**config.mk**
```make
export PLATFORM = sky130hd
export DESIGN_NAME = tscp_master
export DESIGN_NICKNAME = d
export VERILOG_FILES = /design/src/hdl/tscp_master.v
export VERILOG_INCLUDE_DIRS = /design/src /design/src/inc
export SDC_FILE = /design/constraint.sdc
export NUM_CORES = 1
export LEC_CHECK = 0
export BUFFER_PORTS_ARGS = -buffer_cell sky130_fd_sc_hd__buf_4
export CAP_MARGIN = 10
export CORE_UTILIZATION = 40
export DETAILED_ROUTE_END_ITERATION = 10
export GPL_TIMING_DRIVEN = 0
export PLACE_DENSITY = 0.62
export SLEW_MARGIN = 20
export SYNTH_ARGS = -nofsm -noshare
export SYNTH_HDL_FRONTEND = slang
export SYNTH_SLANG_ARGS = --single-unit
```
**constraint.sdc**
```tcl
create_clock -name pclk -period 6.1 [get_ports pclk]
set_clock_uncertainty 0.15 [all_clocks]
set_input_delay 1.525 -clock pclk [delete_from_list [all_inputs] [get_ports pclk]]
set_output_delay 1.525 -clock pclk [all_outputs]
set_load 0.03 [all_outputs]
```
**src/inc/tscp_defines.vh**
```
// Constants for the tuner serial control port master
// Behaviour
// - Master raises latch_select before any shift clock pulse of a telegram.
// - Telegram is shifted most significant bit first, bit 0 last.
// - Master changes data only on falling shift clock edges and as latch_select rises.
// - With shared latch_select, master programs every device each telegram.
// - Master always sends zero in bits 7 and 6.
`ifndef TSCP_DEFINES_VH
`define TSCP_DEFINES_VH
`define TSCP_ADDR_CTRL 12'h000
`define TSCP_ADDR_WORD 12'h004
`define TSCP_ADDR_STAT 12'h008
`define TSCP_ADDR_DIV 12'h00C
`define TSCP_CTRL_GO 0
`define TSCP_STB_BIT 5
`define TSCP_CAP_MSB 4
`define TSCP_WORD_BITS 8
`define TSCP_DIV_RESET 8'h02
`define TSCP_GAP_CYC 8'h02
`endif

```
**src/hdl/tscp_master.v**
```verilog
// APB-controlled master that drives the three-wire tuner control port
`timescale 1ns/1ps
`include "tscp_defines.vh"
module tscp_master (
	input wire pclk,
	input wire presetn,
	input wire psel,
	input wire penable,
	input wire pwrite,
	input wire [11:0] paddr,
	input wire [31:0] pwdata,
	output reg [31:0] prdata,
	output reg pready,
	output reg pslverr,
	output reg latch_select,
	output reg shift_clock_in,
	output reg shift_data_in
);
	localparam ST_IDLE = 3'h0;
	localparam ST_SETUP = 3'h1;
	localparam ST_LOW = 3'h2;
	localparam ST_HIGH = 3'h3;
	localparam ST_HOLD = 3'h4;
	localparam ST_GAP = 3'h5;

	// Engine state
	reg [2:0] state_reg;
	reg [2:0] state_next;
	reg [7:0] shift_reg;
	reg [7:0] shift_next;
	reg [7:0] cnt_reg;
	reg [7:0] cnt_next;
	reg [2:0] bit_reg;
	reg [2:0] bit_next;
	reg [7:0] sent_reg;
	reg [7:0] sent_next;
	reg sel_next;
	reg clk_next;
	reg data_next;
	reg take_start;
	reg set_done;

	// Software visible state
	reg [7:0] word_reg;
	reg [7:0] div_reg;
	reg pend_reg;
	reg pend_next;
	reg [7:0] last_reg;
	reg [7:0] last_next;
	reg done_reg;
	reg done_next;

	// Bus answer
	reg [31:0] rd_next;
	reg pready_next;
	reg pslverr_next;

	wire apb_setup = psel & ~penable;
	wire apb_acc = psel & penable;
	wire apb_wr = apb_acc & pwrite;
	wire hit_ctrl = (paddr == `TSCP_ADDR_CTRL);
	wire hit_word = (paddr == `TSCP_ADDR_WORD);
	wire hit_stat = (paddr == `TSCP_ADDR_STAT);
	wire hit_div = (paddr == `TSCP_ADDR_DIV);
	wire hit_any = hit_ctrl | hit_word | hit_stat | hit_div;
	wire busy = (state_reg != ST_IDLE) | pend_reg;
	wire go_wr = apb_wr & hit_ctrl & pwdata[`TSCP_CTRL_GO];
	wire cnt_done = (cnt_reg == 8'h00);
	wire [7:0] div_eff = (div_reg == 8'h00) ? 8'h01 : div_reg;
	// Saturates so a huge divider cannot wrap into a short gap
	wire [7:0] gap_load = (div_eff > (8'hFF - `TSCP_GAP_CYC)) ? 8'hFF : div_eff + `TSCP_GAP_CYC;

	// APB answer: registered in setup, so it stands for the access cycle only
	always @* begin
		pready_next = apb_setup;
		pslverr_next = apb_setup & ~hit_any;
	end

	// Read mux; unmapped and write cycles return zero
	always @* begin
		rd_next = 32'h00000000;
		if (apb_setup & ~pwrite) begin
			case (paddr)
				`TSCP_ADDR_WORD: begin
					rd_next = {24'h000000, word_reg};
				end
				`TSCP_ADDR_STAT: begin
					rd_next = {22'h000000, done_reg, busy, last_reg};
				end
				`TSCP_ADDR_DIV: begin
					rd_next = {24'h000000, div_reg};
				end
				default: begin
					rd_next = 32'h00000000;
				end
			endcase
		end
	end

	always @(posedge pclk or negedge presetn) begin
		if (!presetn) begin
			prdata <= 32'h00000000;
			pready <= 1'b0;
			pslverr <= 1'b0;
		end else begin
			prdata <= rd_next;
			pready <= pready_next;
			pslverr <= pslverr_next;
		end
	end

	// Word register; reserved bits can never reach the wire
	always @(posedge pclk or negedge presetn) begin
		if (!presetn) begin
			word_reg <= 8'h00;
		end else begin
			if (apb_wr & hit_word) begin
				word_reg <= {2'b00, pwdata[`TSCP_STB_BIT:0]};
			end
		end
	end

	// Divider register; zero is read back but treated as one
	always @(posedge pclk or negedge presetn) begin
		if (!presetn) begin
			div_reg <= `TSCP_DIV_RESET;
		end else begin
			if (apb_wr & hit_div) begin
				div_reg <= pwdata[7:0];
			end
		end
	end

	// Start request: one start queues while a telegram runs
	always @* begin
		pend_next = pend_reg;
		if (take_start) begin
			pend_next = 1'b0;
		end
		if (go_wr) begin
			pend_next = 1'b1;
		end
	end

	// Done flag: set by the engine wins over a clear in the same cycle
	always @* begin
		done_next = done_reg;
		if (apb_wr & hit_stat) begin
			done_next = 1'b0;
		end
		if (set_done) begin
			done_next = 1'b1;
		end
	end

	// Serial engine, next state
	always @* begin
		state_next = state_reg;
		shift_next = shift_reg;
		cnt_next = cnt_reg;
		bit_next = bit_reg;
		sent_next = sent_reg;
		last_next = last_reg;
		sel_next = latch_select;
		clk_next = shift_clock_in;
		data_next = shift_data_in;
		take_start = 1'b0;
		set_done = 1'b0;
		case (state_reg)
			ST_IDLE: begin
				clk_next = 1'b0;
				if (pend_reg & ~go_wr) begin
					take_start = 1'b1;
					// Select rises a full half period before the first clock
					sel_next = 1'b1;
					// Whole word every time, even if unchanged
					sent_next = word_reg;
					shift_next = {word_reg[6:0], 1'b0};
					data_next = word_reg[7];
					bit_next = 3'h7;
					cnt_next = div_eff;
					state_next = ST_SETUP;
				end
			end
			ST_SETUP: begin
				if (cnt_done) begin
					clk_next = 1'b1;
					cnt_next = div_eff;
					state_next = ST_HIGH;
				end else begin
					cnt_next = cnt_reg - 8'h01;
				end
			end
			ST_HIGH: begin
				if (cnt_done) begin
					clk_next = 1'b0;
					cnt_next = div_eff;
					if (bit_reg == 3'h0) begin
						state_next = ST_HOLD;
					end else begin
						// While select is high, data moves only with the falling clock edge
						data_next = shift_reg[7];
						shift_next = {shift_reg[6:0], 1'b0};
						bit_next = bit_reg - 3'h1;
						state_next = ST_LOW;
					end
				end else begin
					cnt_next = cnt_reg - 8'h01;
				end
			end
			ST_LOW: begin
				if (cnt_done) begin
					clk_next = 1'b1;
					cnt_next = div_eff;
					state_next = ST_HIGH;
				end else begin
					cnt_next = cnt_reg - 8'h01;
				end
			end
			ST_HOLD: begin
				if (cnt_done) begin
					// Exactly eight clocks sent, so the device applies this word
					sel_next = 1'b0;
					// The sent copy, since software may rewrite the word meanwhile
					last_next = sent_reg;
					cnt_next = gap_load;
					state_next = ST_GAP;
				end else begin
					cnt_next = cnt_reg - 8'h01;
				end
			end
			ST_GAP: begin
				// Keeps select low long enough before a next telegram
				if (cnt_done) begin
					set_done = 1'b1;
					state_next = ST_IDLE;
				end else begin
					cnt_next = cnt_reg - 8'h01;
				end
			end
			default: begin
				sel_next = 1'b0;
				clk_next = 1'b0;
				state_next = ST_IDLE;
			end
		endcase
	end

	// Serial engine and status registers
	always @(posedge pclk or negedge presetn) begin
		if (!presetn) begin
			state_reg <= ST_IDLE;
			latch_select <= 1'b0;
			shift_clock_in <= 1'b0;
			shift_data_in <= 1'b0;
			shift_reg <= 8'h00;
			cnt_reg <= 8'h00;
			bit_reg <= 3'h0;
			sent_reg <= 8'h00;
			pend_reg <= 1'b0;
			last_reg <= 8'h00;
			done_reg <= 1'b0;
		end else begin
			state_reg <= state_next;
			latch_select <= sel_next;
			shift_clock_in <= clk_next;
			shift_data_in <= data_next;
			shift_reg <= shift_next;
			cnt_reg <= cnt_next;
			bit_reg <= bit_next;
			sent_reg <= sent_next;
			pend_reg <= pend_next;
			last_reg <= last_next;
			done_reg <= done_next;
		end
	end
endmodule // tscp_master

```
# ---- Word-level counts from Yosys, hierarchy flattened
# Cells that the tools add are included.
dict set report word_totals {
  out_inout_bits 37
  ff_bits 87
  in_bits 49
  wordCells 118
}
dict set report classes {
  add_sub_neg 3
  muxes 41
  n_eq_ne 15
  order_cmp 1
  reduce_logical 21
  n_bitwise 21
}
# cell count
set ops {}
lappend ops {{two-way mux 8 bit} 9}
lappend ops {{two-way mux 32 bit} 1}
lappend ops {{one-hot mux 8 bit (4 select lines)} 1}
lappend ops {{one-hot mux 10 bit (3 select lines)} 1}
lappend ops {{two-way mux 3 bit} 9}
lappend ops {{equality test 12 x 4 -> 1 bit (second input constant)} 2}
lappend ops {{logical NOT 8 bit} 2}
lappend ops {{one-hot mux 8 bit (2 select lines)} 1}
lappend ops {{one-hot mux 3 bit (5 select lines)} 1}
lappend ops {{two-way mux 1 bit} 14}
lappend ops {{equality test 12 x 3 -> 1 bit (second input constant)} 1}
lappend ops {{logical NOT 12 bit} 1}
lappend ops {{inequality test 2 bit (second input constant)} 6}
lappend ops {{bitwise AND 1 bit} 11}
lappend ops {{AND reduction 3 bit} 3}
lappend ops {{adder 8 x 2 -> 8 bit (second input constant)} 1}
lappend ops {{greater-than comparator 8 bit (second input constant)} 1}
lappend ops {{subtractor 8 x 1 -> 8 bit (second input constant)} 1}
lappend ops {{equality test 3 x 2 -> 1 bit (second input constant)} 2}
lappend ops {{equality test 3 bit (second input constant)} 2}
lappend ops {{logical NOT 3 bit} 2}
lappend ops {{NOT 1 bit} 6}
lappend ops {{one-hot mux 1 bit (3 select lines)} 2}
lappend ops {{one-hot mux 3 bit (2 select lines)} 1}
lappend ops {{14 further kinds} 21}

# ---- Logic depth before layout (Yosys ltp)
dict set report logic_depth {
  depth_word 10
  mapped_depth 8
  ltp_nobuf 7
}

# ---- Worst setup path before layout
# No wires, ideal clock.
dict set report synth_timing {
  path_kind {input port to flip-flop}
  startpoint {in paddr[9]}
  endpoint {reg sent_reg[1]}
  arrival_time_ns 2.972
  path_buffers 2
  required_time_ns 5.825
  path_stages 6
  path_slack_ns 2.853
  cell_sequence {nor4_1 > and4_1 > clkbuf_1 > a211o_1 > buf_2 > mux2_2}
}
dict set report synth_between {
  elab_chain_len 6
}
# element line_no
set synth_lines {}
lappend synth_lines {{start, declared} tscp_master.v:10} ;# input wire [11:0] paddr,
lappend synth_lines {{logical NOT 12 bit (no source line)} -}
lappend synth_lines {{bitwise AND 1 bit (2 in a row)} tscp_master.v:67} ;# wire go_wr = apb_wr & hit_ctrl & pwdata[`TSCP_CTRL_GO];
lappend synth_lines {{NOT 1 bit} tscp_master.v:172} ;# if (pend_reg & ~go_wr) begin
lappend synth_lines {{bitwise AND 1 bit} tscp_master.v:172}
lappend synth_lines {{AND reduction 2 bit (no source line)} -}
lappend synth_lines {{end signal, assigned} tscp_master.v:271} ;# sent_reg <= sent_next;
lappend synth_lines {{end, declared} tscp_master.v:35} ;# reg [7:0] sent_reg;
# Every way passes these cells.
# A chain may end at the register's enable or synchronous reset.

# ---- Worst setup path in the final report
dict set report layout_timing {
  startpoint {in paddr[1]}
  endpoint {reg sent_reg[3]}
}
# Same word-level chain as after synthesis.

==> summary.txt <==
Outcome
  • Status: finished, final reports clean

Floorplan
  • Core area: 8341 um2
  • Chip width: 95.74 um
  • Site Rows: 33
  • I/O Pins: 86
  • Initial core utilization: 42.14%
  • Die Height: 95.74 um
  • Total die area: 9165 um2

CTS
  • Post_cts resized: 0
  • CTS root buf: clkbuf_8
  • Number of buffers created by CTS: 9
  • H-tree Lvls: 3
  • Clock-pin slew on the worst setup and hold paths: 0.08 ns
  • Post-CTS setup buffer count: 0
  • # hold bufs at CTS: 0
  • Clock latency on the worst-skew pair: 0.34 ns
  • Clk sink count: 64
  • CTS tree: built
  • Clock buffer depth: 2

Drt
  • Vias: 2728
  • Final ANT Viol Nets: 0
  • Drt pass-1 iters: 4
  • DR iter-0 viols: 242
  • Final WL: 7779 um
  • DR WL/cell: 14.93 um
  • Vias per cell: 5.236
  • DRC: 0

Worst setup path
  • CP Capture Type: flip-flop
  • Crit-path max FO: 10
  • Crit path required time: 6.19 ns
  • Startpoint types: input pin
  • WS Path Type: input pin to flip-flop
  • CP arrival: 3.45 ns

Global routing
  • Largest net degree at the start of global routing: 65
  • Global-route usage over all layers: 18.77%
  • First-pass GRT wire length: 13000 um
  • Grt ovf: 0
  • Initial antenna violation count: 0
  • Vias in the first global route: 2576

Timing
  • Final Hold Viols: 0
  • Unrepaired setup endpoints after global routing: no
  • Fmax: 0.2971 GHz
  • Total Neg Setup Slack: 0 ns
  • Final Critical Period: 3.366 ns
  • # setup viols final: 0
  • Tcrit/Tclk final: 55.18%
  • Max-slew violation count: 0
  • Slew @ Worst Pin: 0.8046 ns
  • Worst slew margin: 46.36%

Placement
  • GP Congestion: 0.8634
  • Detail Placement HPWL: 5702 um
  • IO buf count: 39

Pwr
  • Switching share of power: 29.96%
  • Power density cells: 293.8 nW/um2
  • Peak supply drop: 0.0001380 V
  • Leak: 0.002066 uW
  • Int Pwr: 878.6 uW
  • Part of the power in registers: 40.7%
  • Overall power: 1254 uW
  • Net Sw Power: 375.9 uW
  • Clk pwr share: 37.0%
  • Combinational power share: 22.3%

Synthesis
  • Prevailing post-synth register cell: dfrtp_1
  • Yosys warns: 0
  • Main area contributors after synthesis: dfrtp_1, mux2_2, buf_4, nor2_1, nand2_1
  • Synth area leader: dfrtp_1
  • Register bit total from synthesis: 64
  • Mapped Cells: 340
  • Post-synthesis cell area: 3515 um2
  • Number of flops mapped to enable cells by yosys: 0
  • Seq/Total Area, Yosys: 45.60%
  • Share of the synthesized area in the top cell type: 44.86%
  • Synth cell types: 61
  • Asr flop ratio synth: 100.0%
  • Top-count cell post-synth: dfrtp_1
  • Post-synth top cells: dfrtp_1, mux2_2, nor2_1
  • Syn_area_per_cell: 10.34 um2

Finish
  • Largest register FFs: 10
  • # fillers: 777
  • Final core occ: 51.20%
  • # nets final: 464
  • Antenna cells: 0
  • Layout cells sized above 1: 33.17%
  • Syn-to-layout area delta: 21.50%

Run
  • Max_cap viols: 0

Worst hold path
  • Worst Hold Class: flip-flop to flip-flop
## metal layers
metal,global-route usage (%),vias to the layer above,share of wire (%)
met5,0,-,0
met4,7.338,0,1.8
met3,3.239,13,5.9
met2,28.81,94,46
met1,26.41,1307,47
li1,-,1314,-
## stage by stage
stage | area (um2) | cells | worst slack, ns | hold slack, ns
finish | 4270 | 521 | 2.734 | 0.3249
global route | 4270 | 521 | 2.567 | 0.3635
CTS | 4270 | 521 | 2.735 | 0.3323
detailed placement | 4018 | 505 | 2.372 | 0.3147
global placement | 4018 | 505 | 2.412 | 0.3129
floorplan | 3593 | 361 | 2.853 | 0.2905
## cells in the final DEF, fill, tap and decap left out, types with 4 or more instances in the layout
master     n
inv_1     12
clkbuf_8  12
o21ai_0   14
ha_1       4
nand3_1   11
and3_1     8
a22oi_1    7
buf_4     61
a21oi_1   10
dfrtp_1   63
clkbuf_1  12
nor3_1     5
and2_1     5
nand3b_1   5
nor3b_1    5
nand2_1   21
nor2_1    26
conb_1    22
a31oi_1   10
a22o_1     4
mux2_2    41
## power groups by stage
stage / Combinational, uW / Sequential (uW) / Clock [uW]
final: 280 / 511 / 464
after floorplan: 208 / 516 / 0
after global routing: 315 / 516 / 490
after global placement: 279 / 516 / 0
after detailed placement: 281 / 518 / 0
after CTS: 281 / 510 / 470
## critical path: stages
cell and delay (ns):
buf_4 0.10, nor4_1 0.45, and4_1 0.27, clkbuf_1 0.24, a211o_1 0.23, buf_2 0.26, mux2_2 0.36
## path summary, 6_finish.rpt
path                                 to        from  depth (start not counted)  slack (ns)
max in group asynchronous  state_reg[0]     presetn                          1        4.16
hold reg to reg                done_reg    done_reg                          2        0.32
setup / recovery            sent_reg[3]    paddr[1]                          7        2.73
min in group asynchronous    cnt_reg[0]     presetn                          1        1.13
hold / removal                 done_reg    done_reg                          2        0.32
setup reg to reg           shift_reg[3]  cnt_reg[0]                          7        3.44
## layout make-up
class                      count  area, um2  share of cell area, %
timing repair buffer          39      292.8                  6.856
tap                          105      131.4                  3.076
sequential                    64       1603                  37.53
buffer                        39      265.3                  6.212
clock inverter                 6      115.1                  2.696
inverter                      13      48.80                  1.143
multi-input combinational    245       1677                  39.26
clock buffer                  10      137.6                  3.223
## kinds of logic after synthesis
group / share of synthesized area [%]
buffers and inverters: 8.935
DFF: 45.60
xor gates and xnor gates: 0.4985
AOI/OAI and AO/OA: 12.25
muxes: 13.42
adders and majority gates: 1.424
other: 0.1067
and+or+nand+nor: 17.77
Note: power is estimated with default switching activity, not from simulation.
